File: src/fpau_cfg.svh
// Constants of the fixed-point arithmetic unit
// Notes on behaviour
// - Integer product keeps low 16 product bits in destination; carry cleared, sign is bit 15.
// - Integer product sets overflow outside signed 16-bit range; nonzero cleared for zero.
// - Integer product leaves source and destination pair second word untouched.
// - Divide: 32-bit pair by source; quotient to second word, remainder magnitude first.
// - Divide overflow on zero or too small divisor; carry cleared, sign from quotient.
// - Register copy moves source unchanged; nonzero and sign follow, overflow and carry kept.
// - Byte copy sign-extends source low byte from bit 7; overflow and carry kept.
// - Literal load sign-extends literal from bit 7; nonzero clear only for zero literal.
// - Negate: two's complement, 8000 stays 8000 with overflow; carry out; sign bit 15.
// - Double negate complements pair; overflow only for 8000 0000; sign is bit 31.
// - Word compare subtracts source from destination for flags only, no register change.
// - Memory compare subtracts memory word from destination for flags only.
// - Double compare subtracts pairs for flags only, flags as double subtract.
// - Byte literal compare on low byte; sign bit 7, carry from subtract, overflow kept.
// - Clamped sum saturates to 7FFF or 8000 on overflow, else stores sum.
// - Clamped difference saturates to 8000 or 7FFF on overflow, else stores difference.
// - Absolute copy negates negative source; overflow only for 8000; source preserved.
// - Negative copy negates positive source; overflow kept; carry from negation; sign bit 15.
// - Double subtract flags: nonzero unless both words zero; sign is upper word bit 15.
`ifndef FPAU_CFG_SVH
`define FPAU_CFG_SVH

`define FPAU_W 16
`define FPAU_DW 32
`define FPAU_BW 8
`define FPAU_OP_W 4
`define FPAU_AW 8
`define FPAU_DATA_W 32

`define FPAU_OFS_CMD 8'h00
`define FPAU_OFS_DST_HI 8'h04
`define FPAU_OFS_DST_LO 8'h08
`define FPAU_OFS_SRC_HI 8'h0c
`define FPAU_OFS_SRC_LO 8'h10
`define FPAU_OFS_MEM 8'h14
`define FPAU_OFS_IMM 8'h18
`define FPAU_OFS_FLAGS 8'h1c

`define FPAU_FLAG_N 3
`define FPAU_FLAG_V 2
`define FPAU_FLAG_L 1
`define FPAU_FLAG_M 0
`define FPAU_FLAGS_W 4

`define FPAU_RST_WORD 16'h0000
`define FPAU_RST_BYTE 8'h00
`define FPAU_RST_FLAGS 4'h0
`define FPAU_POS_MAX 16'h7fff
`define FPAU_NEG_MIN 16'h8000
`define FPAU_NEG_MIN32 32'h8000_0000
`define FPAU_PROD_MAX 32'sh0000_7fff
`define FPAU_PROD_MIN (-32'sh0000_8000)

`endif

File: src/fpau_pkg.sv
// Types of the fixed-point arithmetic unit
package fpau_pkg;

    typedef enum logic [3:0] {
        OP_INT_PRODUCT_LOW     = 4'h0,
        OP_DIVIDE              = 4'h1,
        OP_REG_COPY            = 4'h2,
        OP_BYTE_COPY_SEXT      = 4'h3,
        OP_LITERAL_LOAD_SEXT   = 4'h4,
        OP_NEGATE              = 4'h5,
        OP_WIDE_NEGATE         = 4'h6,
        OP_ARITH_COMPARE       = 4'h7,
        OP_MEM_COMPARE         = 4'h8,
        OP_WIDE_COMPARE        = 4'h9,
        OP_BYTE_LITERAL_COMPARE = 4'ha,
        OP_CLAMPED_SUM         = 4'hb,
        OP_CLAMPED_DIFFERENCE  = 4'hc,
        OP_ABSOLUTE_COPY       = 4'hd,
        OP_NEGATIVE_COPY       = 4'he
    } fpau_op_t;

    typedef enum logic [0:0] {
        ST_IDLE   = 1'b0,
        ST_DIVIDE = 1'b1
    } fpau_state_t;

endpackage

File: src/fpau_top.sv
// Fixed-point arithmetic unit with APB register access
`timescale 1ns/1ps
`include "fpau_cfg.svh"
module fpau_top (
    input wire logic clk_sys,
    input wire logic resetn,
    input wire logic psel,
    input wire logic penable,
    input wire logic pwrite,
    input wire logic [`FPAU_AW-1:0] paddr,
    input wire logic [`FPAU_DATA_W-1:0] pwdata,
    output logic [`FPAU_DATA_W-1:0] prdata,
    output logic pready,
    output logic pslverr,
    output logic cond_nonzero,
    output logic cond_overflow,
    output logic cond_carry,
    output logic cond_sign,
    output logic unit_busy
);
    import fpau_pkg::*;

    // ****************************************
    // Registers
    // ****************************************
    fpau_state_t state_reg;
    logic [`FPAU_W-1:0] dst_hi_reg;
    logic [`FPAU_W-1:0] dst_lo_reg;
    logic [`FPAU_W-1:0] src_hi_reg;
    logic [`FPAU_W-1:0] src_lo_reg;
    logic [`FPAU_W-1:0] mem_reg;
    logic [`FPAU_BW-1:0] imm_reg;
    logic [`FPAU_FLAGS_W-1:0] flag_reg;
    logic q_neg_reg;
    logic [`FPAU_DATA_W-1:0] prdata_reg;
    logic pready_reg;
    logic pslverr_reg;

    // ****************************************
    // APB decode
    // ****************************************
    logic busy_w;
    logic pend_w;
    logic acc_w;
    logic wr_w;
    logic sel_cmd, sel_dst_hi, sel_dst_lo, sel_src_hi, sel_src_lo;
    logic sel_mem, sel_imm, sel_flags;
    logic addr_ok;
    logic op_ok;
    logic err_w;
    logic fire_w;
    fpau_op_t op_w;
    logic [`FPAU_DATA_W-1:0] rdata_w;

    assign busy_w = state_reg != ST_IDLE;
    assign pend_w = psel & penable & !pready_reg & !busy_w;
    assign acc_w = psel & penable & pready_reg;
    assign sel_cmd = paddr == `FPAU_OFS_CMD;
    assign sel_dst_hi = paddr == `FPAU_OFS_DST_HI;
    assign sel_dst_lo = paddr == `FPAU_OFS_DST_LO;
    assign sel_src_hi = paddr == `FPAU_OFS_SRC_HI;
    assign sel_src_lo = paddr == `FPAU_OFS_SRC_LO;
    assign sel_mem = paddr == `FPAU_OFS_MEM;
    assign sel_imm = paddr == `FPAU_OFS_IMM;
    assign sel_flags = paddr == `FPAU_OFS_FLAGS;
    assign addr_ok = sel_cmd | sel_dst_hi | sel_dst_lo | sel_src_hi |
                     sel_src_lo | sel_mem | sel_imm | sel_flags;
    assign op_w = fpau_op_t'(pwdata[`FPAU_OP_W-1:0]);
    assign op_ok = pwdata[`FPAU_OP_W-1:0] <= OP_NEGATIVE_COPY;
    assign err_w = !addr_ok | (sel_cmd & pwrite & !op_ok);
    assign wr_w = acc_w & pwrite & !pslverr_reg;
    assign fire_w = wr_w & sel_cmd;

    assign rdata_w =
        sel_cmd ? {{(`FPAU_DATA_W-1){1'b0}}, busy_w} :
        sel_dst_hi ? {{(`FPAU_DATA_W-`FPAU_W){1'b0}}, dst_hi_reg} :
        sel_dst_lo ? {{(`FPAU_DATA_W-`FPAU_W){1'b0}}, dst_lo_reg} :
        sel_src_hi ? {{(`FPAU_DATA_W-`FPAU_W){1'b0}}, src_hi_reg} :
        sel_src_lo ? {{(`FPAU_DATA_W-`FPAU_W){1'b0}}, src_lo_reg} :
        sel_mem ? {{(`FPAU_DATA_W-`FPAU_W){1'b0}}, mem_reg} :
        sel_imm ? {{(`FPAU_DATA_W-`FPAU_BW){1'b0}}, imm_reg} :
        sel_flags ? {{(`FPAU_DATA_W-`FPAU_FLAGS_W){1'b0}}, flag_reg} :
        '0;

    // ****************************************
    // Arithmetic
    // ****************************************
    logic [`FPAU_W-1:0] a16, s16;
    logic c16, o16, sub16;
    logic [`FPAU_DW-1:0] a32, src_pair, dst_pair, s32;
    logic c32, o32;
    logic [`FPAU_BW-1:0] s8;
    logic c8;
    logic signed [`FPAU_DW-1:0] prod;
    logic prod_ovf;

    assign src_pair = {src_hi_reg, src_lo_reg};
    assign dst_pair = {dst_hi_reg, dst_lo_reg};
    assign a16 = (op_w == OP_NEGATE || op_w == OP_ABSOLUTE_COPY ||
                  op_w == OP_NEGATIVE_COPY) ? '0 : dst_hi_reg;
    assign sub16 = op_w != OP_CLAMPED_SUM;
    assign a32 = (op_w == OP_WIDE_NEGATE) ? '0 : dst_pair;
    assign prod = $signed(dst_hi_reg) * $signed(src_hi_reg);
    assign prod_ovf = (prod > `FPAU_PROD_MAX) | (prod < `FPAU_PROD_MIN);

    fpau_addsub #(.W(`FPAU_W)) u_add16 (
        .a(a16),
        .b(op_w == OP_MEM_COMPARE ? mem_reg : src_hi_reg),
        .sub(sub16),
        .sum(s16),
        .carry(c16),
        .ovf(o16)
    );

    fpau_addsub #(.W(`FPAU_DW)) u_add32 (
        .a(a32),
        .b(src_pair),
        .sub(1'b1),
        .sum(s32),
        .carry(c32),
        .ovf(o32)
    );

    fpau_addsub #(.W(`FPAU_BW)) u_add8 (
        .a(dst_hi_reg[`FPAU_BW-1:0]),
        .b(imm_reg),
        .sub(1'b1),
        .sum(s8),
        .carry(c8),
        .ovf()
    );

    // ****************************************
    // Divide
    // ****************************************
    logic [`FPAU_DW-1:0] dmag;
    logic [`FPAU_W-1:0] smag;
    logic div_ovf;
    logic div_start;
    logic div_done;
    logic [`FPAU_W-1:0] div_quo, div_rem, quo_signed;

    assign dmag = dst_hi_reg[`FPAU_W-1] ? -dst_pair : dst_pair;
    assign smag = src_hi_reg[`FPAU_W-1] ? -src_hi_reg : src_hi_reg;
    // Quotient must fit a signed word, else it is an overflow
    assign div_ovf = (smag == '0) |
                     (dmag[`FPAU_DW-1:`FPAU_W-1] >= {1'b0, smag});
    assign div_start = fire_w & (op_w == OP_DIVIDE) & !div_ovf;
    assign quo_signed = q_neg_reg ? -div_quo : div_quo;

    fpau_divu #(.W(`FPAU_W)) u_div (
        .clk_sys(clk_sys),
        .resetn(resetn),
        .start(div_start),
        .dividend(dmag),
        .divisor(smag),
        .done(div_done),
        .quotient(div_quo),
        .remainder(div_rem)
    );

    // ****************************************
    // Result and flag selection
    // ****************************************
    logic [`FPAU_W-1:0] res_hi, res_lo, clamp;
    logic wr_hi, wr_lo;
    logic [`FPAU_FLAGS_W-1:0] fl;

    assign clamp = dst_hi_reg[`FPAU_W-1] ? `FPAU_NEG_MIN : `FPAU_POS_MAX;

    always_comb begin
        res_hi = s16;
        res_lo = s32[`FPAU_W-1:0];
        wr_hi = 1'b0;
        wr_lo = 1'b0;
        fl = flag_reg;
        unique case (op_w)
            OP_INT_PRODUCT_LOW: begin
                res_hi = prod[`FPAU_W-1:0];
                wr_hi = 1'b1;
                fl[`FPAU_FLAG_N] = prod != '0;
                fl[`FPAU_FLAG_V] = prod_ovf;
                fl[`FPAU_FLAG_L] = 1'b0;
                fl[`FPAU_FLAG_M] = prod[`FPAU_W-1];
            end
            OP_DIVIDE: begin
                fl[`FPAU_FLAG_V] = div_ovf ? 1'b1 : flag_reg[`FPAU_FLAG_V];
                fl[`FPAU_FLAG_L] = div_ovf ? 1'b0 : flag_reg[`FPAU_FLAG_L];
            end
            OP_REG_COPY: begin
                res_hi = src_hi_reg;
                wr_hi = 1'b1;
                fl[`FPAU_FLAG_N] = src_hi_reg != '0;
                fl[`FPAU_FLAG_M] = src_hi_reg[`FPAU_W-1];
            end
            OP_BYTE_COPY_SEXT: begin
                res_hi = {{(`FPAU_W-`FPAU_BW){src_hi_reg[`FPAU_BW-1]}},
                          src_hi_reg[`FPAU_BW-1:0]};
                wr_hi = 1'b1;
                fl[`FPAU_FLAG_N] = src_hi_reg[`FPAU_BW-1:0] != '0;
                fl[`FPAU_FLAG_M] = src_hi_reg[`FPAU_BW-1];
            end
            OP_LITERAL_LOAD_SEXT: begin
                res_hi = {{(`FPAU_W-`FPAU_BW){imm_reg[`FPAU_BW-1]}},
                          imm_reg};
                wr_hi = 1'b1;
                fl[`FPAU_FLAG_N] = imm_reg != '0;
                fl[`FPAU_FLAG_M] = imm_reg[`FPAU_BW-1];
            end
            OP_NEGATE: begin
                wr_hi = 1'b1;
                fl = {s16 != '0, o16, c16, s16[`FPAU_W-1]};
            end
            OP_WIDE_NEGATE: begin
                res_hi = s32[`FPAU_DW-1:`FPAU_W];
                wr_hi = 1'b1;
                wr_lo = 1'b1;
                fl = {s32 != '0, o32, c32, s32[`FPAU_DW-1]};
            end
            OP_ARITH_COMPARE, OP_MEM_COMPARE: begin
                fl = {s16 != '0, o16, c16, s16[`FPAU_W-1]};
            end
            OP_WIDE_COMPARE: begin
                fl = {s32 != '0, o32, c32, s32[`FPAU_DW-1]};
            end
            OP_BYTE_LITERAL_COMPARE: begin
                fl[`FPAU_FLAG_N] = s8 != '0;
                fl[`FPAU_FLAG_L] = c8;
                fl[`FPAU_FLAG_M] = s8[`FPAU_BW-1];
            end
            OP_CLAMPED_SUM, OP_CLAMPED_DIFFERENCE: begin
                res_hi = o16 ? clamp : s16;
                wr_hi = 1'b1;
                fl = {res_hi != '0, 1'b0, 1'b0, res_hi[`FPAU_W-1]};
            end
            OP_ABSOLUTE_COPY: begin
                res_hi = src_hi_reg[`FPAU_W-1] ? s16 : src_hi_reg;
                wr_hi = 1'b1;
                fl = {res_hi != '0, src_hi_reg[`FPAU_W-1] & o16,
                      src_hi_reg[`FPAU_W-1] & c16, res_hi[`FPAU_W-1]};
            end
            OP_NEGATIVE_COPY: begin
                res_hi = src_hi_reg[`FPAU_W-1] ? src_hi_reg : s16;
                wr_hi = 1'b1;
                fl[`FPAU_FLAG_N] = res_hi != '0;
                fl[`FPAU_FLAG_L] = !src_hi_reg[`FPAU_W-1] & c16;
                fl[`FPAU_FLAG_M] = res_hi[`FPAU_W-1];
            end
            default: begin
                fl = flag_reg;
            end
        endcase
    end

    // ****************************************
    // Sequential state
    // ****************************************
    always_ff @(posedge clk_sys or negedge resetn) begin
        if (!resetn) begin
            pready_reg <= 1'b0;
            pslverr_reg <= 1'b0;
            prdata_reg <= '0;
        end else begin
            pready_reg <= pend_w;
            pslverr_reg <= pend_w & err_w;
            prdata_reg <= (pend_w & !pwrite & !err_w) ? rdata_w : '0;
        end
    end

    always_ff @(posedge clk_sys or negedge resetn) begin
        if (!resetn) begin
            state_reg <= ST_IDLE;
            q_neg_reg <= 1'b0;
        end else if (div_start) begin
            state_reg <= ST_DIVIDE;
            q_neg_reg <= dst_hi_reg[`FPAU_W-1] ^ src_hi_reg[`FPAU_W-1];
        end else if (div_done) begin
            state_reg <= ST_IDLE;
        end
    end

    // Quotient, remainder and flags land on the same edge
    always_ff @(posedge clk_sys or negedge resetn) begin
        if (!resetn) begin
            dst_hi_reg <= `FPAU_RST_WORD;
            dst_lo_reg <= `FPAU_RST_WORD;
            flag_reg <= `FPAU_RST_FLAGS;
        end else if (div_done) begin
            dst_hi_reg <= div_rem;
            dst_lo_reg <= quo_signed;
            flag_reg <= {quo_signed != '0, 1'b0, 1'b0,
                         quo_signed[`FPAU_W-1]};
        end else if (fire_w) begin
            dst_hi_reg <= wr_hi ? res_hi : dst_hi_reg;
            dst_lo_reg <= wr_lo ? res_lo : dst_lo_reg;
            flag_reg <= fl;
        end else if (wr_w) begin
            dst_hi_reg <= sel_dst_hi ? pwdata[`FPAU_W-1:0] : dst_hi_reg;
            dst_lo_reg <= sel_dst_lo ? pwdata[`FPAU_W-1:0] : dst_lo_reg;
            flag_reg <= sel_flags ? pwdata[`FPAU_FLAGS_W-1:0] : flag_reg;
        end
    end

    always_ff @(posedge clk_sys or negedge resetn) begin
        if (!resetn) begin
            src_hi_reg <= `FPAU_RST_WORD;
            src_lo_reg <= `FPAU_RST_WORD;
            mem_reg <= `FPAU_RST_WORD;
            imm_reg <= `FPAU_RST_BYTE;
        end else if (wr_w) begin
            src_hi_reg <= sel_src_hi ? pwdata[`FPAU_W-1:0] : src_hi_reg;
            src_lo_reg <= sel_src_lo ? pwdata[`FPAU_W-1:0] : src_lo_reg;
            mem_reg <= sel_mem ? pwdata[`FPAU_W-1:0] : mem_reg;
            imm_reg <= sel_imm ? pwdata[`FPAU_BW-1:0] : imm_reg;
        end
    end

    assign prdata = prdata_reg;
    assign pready = pready_reg;
    assign pslverr = pslverr_reg;
    assign cond_nonzero = flag_reg[`FPAU_FLAG_N];
    assign cond_overflow = flag_reg[`FPAU_FLAG_V];
    assign cond_carry = flag_reg[`FPAU_FLAG_L];
    assign cond_sign = flag_reg[`FPAU_FLAG_M];
    assign unit_busy = state_reg == ST_DIVIDE;
endmodule

File: src/fpau_addsub.sv
// Adder and subtractor with carry out and signed overflow
`timescale 1ns/1ps
`include "fpau_cfg.svh"
module fpau_addsub #(
    parameter int W = `FPAU_W
) (
    input wire logic [W-1:0] a,
    input wire logic [W-1:0] b,
    input wire logic sub,
    output logic [W-1:0] sum,
    output logic carry,
    output logic ovf
);
    logic [W-1:0] b_eff;

    // Subtract adds the inverted operand plus one; carry means no borrow
    assign b_eff = sub ? ~b : b;
    assign {carry, sum} = {1'b0, a} + {1'b0, b_eff} + {{W{1'b0}}, sub};
    assign ovf = (a[W-1] == b_eff[W-1]) & (sum[W-1] != a[W-1]);
endmodule

File: src/fpau_divu.sv
// Unsigned restoring divider, one quotient bit per clock
`timescale 1ns/1ps
`include "fpau_cfg.svh"
module fpau_divu #(
    parameter int W = `FPAU_W
) (
    input wire logic clk_sys,
    input wire logic resetn,
    input wire logic start,
    input wire logic [2*W-1:0] dividend,
    input wire logic [W-1:0] divisor,
    output logic done,
    output logic [W-1:0] quotient,
    output logic [W-1:0] remainder
);
    localparam int CW = $clog2(W + 1);
    logic [CW-1:0] cnt_reg;
    logic [W-1:0] rem_reg;
    logic [W-1:0] low_reg;
    logic [W-1:0] dsr_reg;
    logic done_reg;
    logic [W:0] trial;
    logic [W:0] diff;
    logic fits;

    // Caller guarantees the upper dividend half is below the divisor
    assign trial = {rem_reg, low_reg[W-1]};
    assign fits = trial >= {1'b0, dsr_reg};
    assign diff = trial - {1'b0, dsr_reg};
    assign done = done_reg;
    assign quotient = low_reg;
    assign remainder = rem_reg;

    always_ff @(posedge clk_sys or negedge resetn) begin
        if (!resetn) begin
            cnt_reg <= '0;
            rem_reg <= '0;
            low_reg <= '0;
            dsr_reg <= '0;
            done_reg <= 1'b0;
        end else begin
            done_reg <= (cnt_reg == CW'(1)) & !start;
            if (start) begin
                cnt_reg <= CW'(W);
                rem_reg <= dividend[2*W-1:W];
                low_reg <= dividend[W-1:0];
                dsr_reg <= divisor;
            end else if (cnt_reg != '0) begin
                rem_reg <= fits ? diff[W-1:0] : trial[W-1:0];
                low_reg <= {low_reg[W-2:0], fits};
                cnt_reg <= cnt_reg - CW'(1);
            end
        end
    end
endmodule

File: config.mk
export PLATFORM = sky130hd
export DESIGN_NAME = fpau_top
export DESIGN_NICKNAME = d
export VERILOG_FILES = /design/src/fpau_pkg.sv /design/src/fpau_top.sv /design/src/fpau_addsub.sv /design/src/fpau_divu.sv
export VERILOG_INCLUDE_DIRS = /design/src
export SDC_FILE = /design/constraint.sdc
export NUM_CORES = 1
export LEC_CHECK = 0
export BUFFER_PORTS_ARGS = -buffer_cell sky130_fd_sc_hd__buf_2
export CAP_MARGIN = 0
export CORE_UTILIZATION = 59
export CTS_CLUSTER_DIAMETER = 200
export DETAILED_ROUTE_END_ITERATION = 10
export PLACE_DENSITY = 0.79
export SLEW_MARGIN = 15
export SYNTH_ARGS = -nofsm -noshare
export SYNTH_HDL_FRONTEND = slang
export SYNTH_SLANG_ARGS = --single-unit
File: constraint.sdc
create_clock -name clk_sys -period 7.05 [get_ports clk_sys]
set_input_delay 1.41 -clock clk_sys [delete_from_list [all_inputs] [get_ports clk_sys]]
set_output_delay 1.41 -clock clk_sys [all_outputs]
set_load 0.005 [all_outputs]
**After elaboration in Yosys (flattened, before gate mapping)**

Index checks and enable logic that the tools add are counted.
Widths: inputs -> output; s select.

- Register bits after elaboration: 166
- Output and inout bits: 39

- Reduce and logical (&&, ||, !) cells: 47
- Multiplexer cells: 52
- Add/subtract/negate cells: 11
- Equality and inequality tests: 33
- $lt $le $gt $ge: 5
- Bitwise gates (word level): 34
- Multiply operators: 1

Operators by type and width:

| operator | number |
|---|---|
| $mux 16 | 31 |
| $pmux 16 s8 | 1 |
| $reduce_bool 16->1 | 6 |
| $mux 32 | 2 |
| $reduce_bool 32->1 | 2 |
| $ge 17x16->1 | 2 |
| $add 32x32->33 | 1 |
| $add 33x1->33 const B | 1 |
| $eq 8x5->1 const B | 4 |
| $gt 32x16->1 const B | 1 |
| $lt 32x16->1 const B | 1 |
| $mul 16x16->32 | 1 |
| $neg 16->16 | 2 |
| $neg 32->32 | 1 |
| $not 32->32 | 1 |
| $eq 4x4->1 const B | 7 |
| $reduce_bool 8->1 | 3 |
| $and 1x1->1 | 20 |
| $mux 4 | 5 |
| $pmux 1 s10 | 2 |
| $add 16x16->17 | 1 |
| $add 17x1->17 | 1 |
| $eq 4x3->1 const B | 4 |
| $eq 8x4->1 const B | 2 |
| 40 further kinds | 81 |

**Longest topological paths before layout**

- Depth after elaboration: 13
- Mapped depth: 28

**Cells and area by module**

A second synthesis with hierarchy kept.

- Cells, all modules: 3184
- Area, all modules: 26460.4 µm²

By module, submodules not included:

| module | area each (µm²) | sequential area each (µm²) | times used | cells each |
|---|---|---|---|---|
| fpau_top | 19560.0 | 2802.7 | 1 | 2333 |
| fpau_divu | 3310.7 | 1351.3 | 1 | 370 |
| fpau_addsub (u_add32) | 2194.6 | 0.0 | 1 | 307 |
| fpau_addsub (u_add16) | 924.6 | 0.0 | 1 | 114 |
| fpau_addsub (u_add8) | 470.5 | 0.0 | 1 | 60 |

**Worst setup path after synthesis**

Ideal clock, no wire load.

- Kind: register to register
- Start point: register dst_hi_reg[15]
- End point: register flag_reg[3]
- Slack: -0.403 ns
- Data required time: 6.930 ns
- Data arrival time: 7.333 ns
- Cell stages (with the launch flop): 24
- Path through: dfrtp_1 -> clkbuf_1 -> clkbuf_1 -> buf_1 -> nand2_1 -> fa_1 -> inv_1 -> fa_1 -> fa_1 -> fa_1 -> fa_1 -> inv_1 -> fa_1 -> inv_1 -> ha_1 -> and3_1 -> a311oi_1 -> nor3b_1 -> xnor2_1 -> or4b_2 -> nor4_1 -> and4b_1 -> a31oi_1 -> o211a_1

- Cells in the longest elaborated chain, start to end: 10
- Elaborated cells on any way between the ends: 23
- Those cells by class: add/sub: 4; mul: 1; eq/ne: 2; mux: 9; bitwise: 1; reduce/logical: 6

RTL lines:

| what | RTL line | RTL |
|---|---|---|
| start, declared | fpau_top.sv:27 | `` logic [`FPAU_W-1:0] dst_hi_reg; `` |
| start signal, assigned | fpau_top.sv:285 | `` dst_hi_reg <= `FPAU_RST_WORD; `` |
| start signal, assigned | fpau_top.sv:289 | `dst_hi_reg <= div_rem;` |
| start signal, assigned | fpau_top.sv:294 | `dst_hi_reg <= wr_hi ? res_hi : dst_hi_reg;` |
| $mux 16 | fpau_top.sv:100 | `op_w == OP_NEGATIVE_COPY) ? '0 : dst_hi_reg;` |
| $add 16x16->17 | fpau_addsub.sv:18 | `assign {carry, sum} = {1'b0, a} + {1'b0, b_eff} + {{W{1'b0}}, sub};` |
| $add 17x1->17 | fpau_addsub.sv:18 |  |
| $ne 1x1->1 | fpau_addsub.sv:19 | `assign ovf = (a[W-1] == b_eff[W-1]) & (sum[W-1] != a[W-1]);` |
| $and 1x1->1 | fpau_addsub.sv:19 |  |
| $mux 16 | fpau_top.sv:232 | `res_hi = o16 ? clamp : s16;` |
| $reduce_bool 16->1 | fpau_top.sv:234 | `` fl = {res_hi != '0, 1'b0, 1'b0, res_hi[`FPAU_W-1]}; `` |
| $pmux 1 s10 * | fpau_top.sv:177 | `unique case (op_w)` |
| $mux 4 * | fpau_top.sv:293 | `end else if (fire_w) begin` |
| $mux 4 * | fpau_top.sv:288 | `end else if (div_done) begin` |
| end signal, assigned | fpau_top.sv:287 | `` flag_reg <= `FPAU_RST_FLAGS; `` |
| end signal, assigned | fpau_top.sv:291 | `flag_reg <= {quo_signed != '0, 1'b0, 1'b0,` |
| end signal, assigned | fpau_top.sv:296 | `flag_reg <= fl;` |
| end, declared | fpau_top.sv:33 | `` logic [`FPAU_FLAGS_W-1:0] flag_reg; `` |

Mark *: on every way between the ends. The rest lies on a longest branch, timed or not.
A chain may end at the register's enable or synchronous reset.

**Worst setup path after layout**

- Start point: register dst_hi_reg[1]
- End point: register flag_reg[3]

Same word-level chain as after synthesis.

==> reports/metrics.yaml <==
run_status:
  status: "complete, but fails checks"
  violations: "setup timing"
floorplanning:
  fp.dieH_um: 212.8
  initial_utilization_pct: 60.36
  die_area_um2: 45300
  coreArea_um2: 43460
  io_pins: 84
  dieWidth_um: 212.8
  rows: 76
timing:
  finalWorstSetupSlack_ps: -299.7
  setup_viol: 2
  final.period_utilization_pct: 104.3
  fin_setup_tns_ps: -586.0
  tightest_slew_ps: 1193
  clock_skew_ps: 15.49
  slew_headroom_pct: 19.82
  report.final.slew_viol_count: 0
  fmax_ghz: 0.1361
  rsz0062_at_grt: "true"
  fin_crit_ps: 7350
  finalHoldViolCount: 0
yosys:
  synthDistinctLibCells: 88
  synth_most_common_cell: "inv_1"
  synth-seq-area-share_pct: 15.84
  synth_top_area_cell: "fa_1"
  synth_area_leaders: "fa_1 20%, dfrtp_1 16%, ha_1 8.4%, inv_1 5.7%, nand2_1 5.2%"
  ys.flop_type: "dfrtp_1"
  synth_edf_count: 0
  ys_async_sr_fraction_pct: 100.0
  synthCells: 3215
  synth.yosys.warnings: 0
  synth_area_um2: 26230
  syn_area_per_cell_um2: 8.158
  synth_top_area_share_pct: 20.30
  ys_ff_latch: 166
  synth_top_cells_by_count: "400 x inv_1, 362 x nand2_1, 266 x fa_1"
setup_path:
  crit_type: "reg2reg"
  rrSetupSlack_ps: -300
  critPathBufInv: 6
  end_kind: "flop"
  arrival_ps: 7710
  path_max_fanout: 5
  crit_path_frequent_cell: "fa_1"
  critPathTopFamily: "adder cells"
  required_ps: 7410
  cpPeakStageDelay_ps: 580
  crit_slowest_cell: "fa_1"
  startpoint_type: "flop"
cells_and_area:
  final_cells: 3997
  final-seq-area_um2: 4177
  multi_input_area_um2: 20110
  synthToLayoutAreaGrowth_pct: 13.92
  design_area_um2: 29880
  fillers: 3372
  num-nets-final: 3886
  drive_gt1_share_pct: 16.12
route:
  vias: 26270
  drc: 0
  antenna_left: 0
  wl_per_cell_um: 26.32
  drt-initial-drc-count: 3809
  routed_via_density: 6.571
  wirelength_mm: 105.2
  drtPass1Iterations: 7
cts:
  clkLatencyLatePin_ps: 480
  clockBufferDepth: 2
  numCtsBuffers: 17
  cts_root_buffer: "clkbuf_16"
  cts.sinks: 166
  htreeDepth: 4
  cts_tree: "done"
  path_clk_slew_ps: 80
grt:
  overflow: 0
  grt_pass1_vias: 25650
  grt_pass1_wl_mm: 154.8
  antenna_found_initial: 2
  grt_max_degree: 87
  grt_use_total_pct: 46.69
placement:
  place_area_um2: 28450
  portBuffers: 51
  gp_congestion: 1.056
  placed_cells: 3919
  hpwl_mm: 81.98
min_path:
  holdCritPathClass: "reg2reg"
power:
  peakVddDrop_v: 0.0006592
  power_density_nw_per_um2: 120.6
  p_leak_nw: 14.13
run:
  drv_cap: 0
logic make-up (layout without fill, tap and decap cells):
group | count (synthesis) | in the layout | share of synthesized area (%)
AOI/OAI and AO/OA | 765 | 765 | 19.21
and+or+nand+nor | 1007 | 1007 | 18.70
adders and majority gates | 443 | 443 | 28.75
buffers and inverters | 604 | 785 | 9.173
DFF | 166 | 166 | 15.84
xor gates and xnor gates | 143 | 143 | 4.775
muxes | 86 | 86 | 3.540
other | 1 | 17 | 0.01430
report_power, final:
part           total (mW)  switching [mW]  internal, mW
clock network       0.966           0.493         0.473
logic                1.53           0.966         0.567
registers            1.10          0.0854          1.02
layout make-up:
| type | instances | area share [%] |
|---|---|---|
| multi-input cells | 2460 | 67.29 |
| flip-flops and latches | 166 | 13.98 |
| inverters | 402 | 5.063 |
| clock buffers | 17 | 1.424 |
| well taps | 585 | 2.450 |
| diodes | 1 | 0.008375 |
| repair buffers | 351 | 9.271 |
| clock inverters | 15 | 0.5151 |
placed cells by master, fill, tap and decap left out, types with 22 or more instances in the layout:
cell type,instances
a211oi_1,35
buf_2,50
fa_1,260
nor3_1,50
and3_1,31
or3_1,28
nand3_1,37
nor2_1,196
nor2b_1,22
dfrtp_1,148
and2_1,148
nand4_1,23
xnor2_1,114
mux2_2,54
o211ai_1,22
ha_1,165
a21oi_1,157
buf_4,272
a31oi_1,36
o21a_1,35
a21o_1,40
xor2_1,27
nand2_1,358
inv_1,392
mux2i_1,32
o21ai_0,197
o31ai_1,27
routing by layer:
metal	GRT usage, %	vias up	share of wire [%]
met4	22.87	4	5.9
li1	-	11270	-
met1	62.12	12840	39
met5	1.335	-	0.10
met3	14.11	388	13
met2	68.85	1763	42
timing repair:
item	in CTS	in global routing
buffers inserted	33	11
pin swaps	25	25
hold buffers	0	0
setup endpoints to repair	2	2
resized for setup	77	19
hold endpoints to repair	0	0
gates cloned	1	0
final timing paths:
kind,depth (start not counted),startpoint,to
worst max-delay path,25,dst_hi_reg[1]$_DFFE_PN0P_,flag_reg[3]$_DFFE_PN0P_
worst min-delay path,2,u_div.dsr_reg[14]$_DFFE_PN0P_,u_div.dsr_reg[14]$_DFFE_PN0P_
worst max register to register,25,dst_hi_reg[1]$_DFFE_PN0P_,flag_reg[3]$_DFFE_PN0P_
max in group asynchronous,2,resetn,prdata[1]$_DFF_PN0_
min in group asynchronous,1,resetn,u_div.remainder[14]$_DFFE_PN0P_
worst min register to register,2,u_div.dsr_reg[14]$_DFFE_PN0P_,u_div.dsr_reg[14]$_DFFE_PN0P_
worst min-delay path, cell delays in order, from the launching register on:
cell and delay (ps):
dfrtp_1 350, nand2_1 50, o21ai_0 60
per-stage QoR:
step,util [%],total power [mW],worst slack [ps],hold slack [ps]
floorplan,-,2.078,7.919,449.8
global placement,65.47,2.479,-382.0,466.4
detailed placement,65.47,2.544,-481.7,470.4
CTS,68.30,3.534,-60.87,485.5
global route,68.75,3.762,-401.2,510.8
finish,68.76,3.603,-299.7,488.9
No activity file was read; power rests on OpenSTA's default activity.
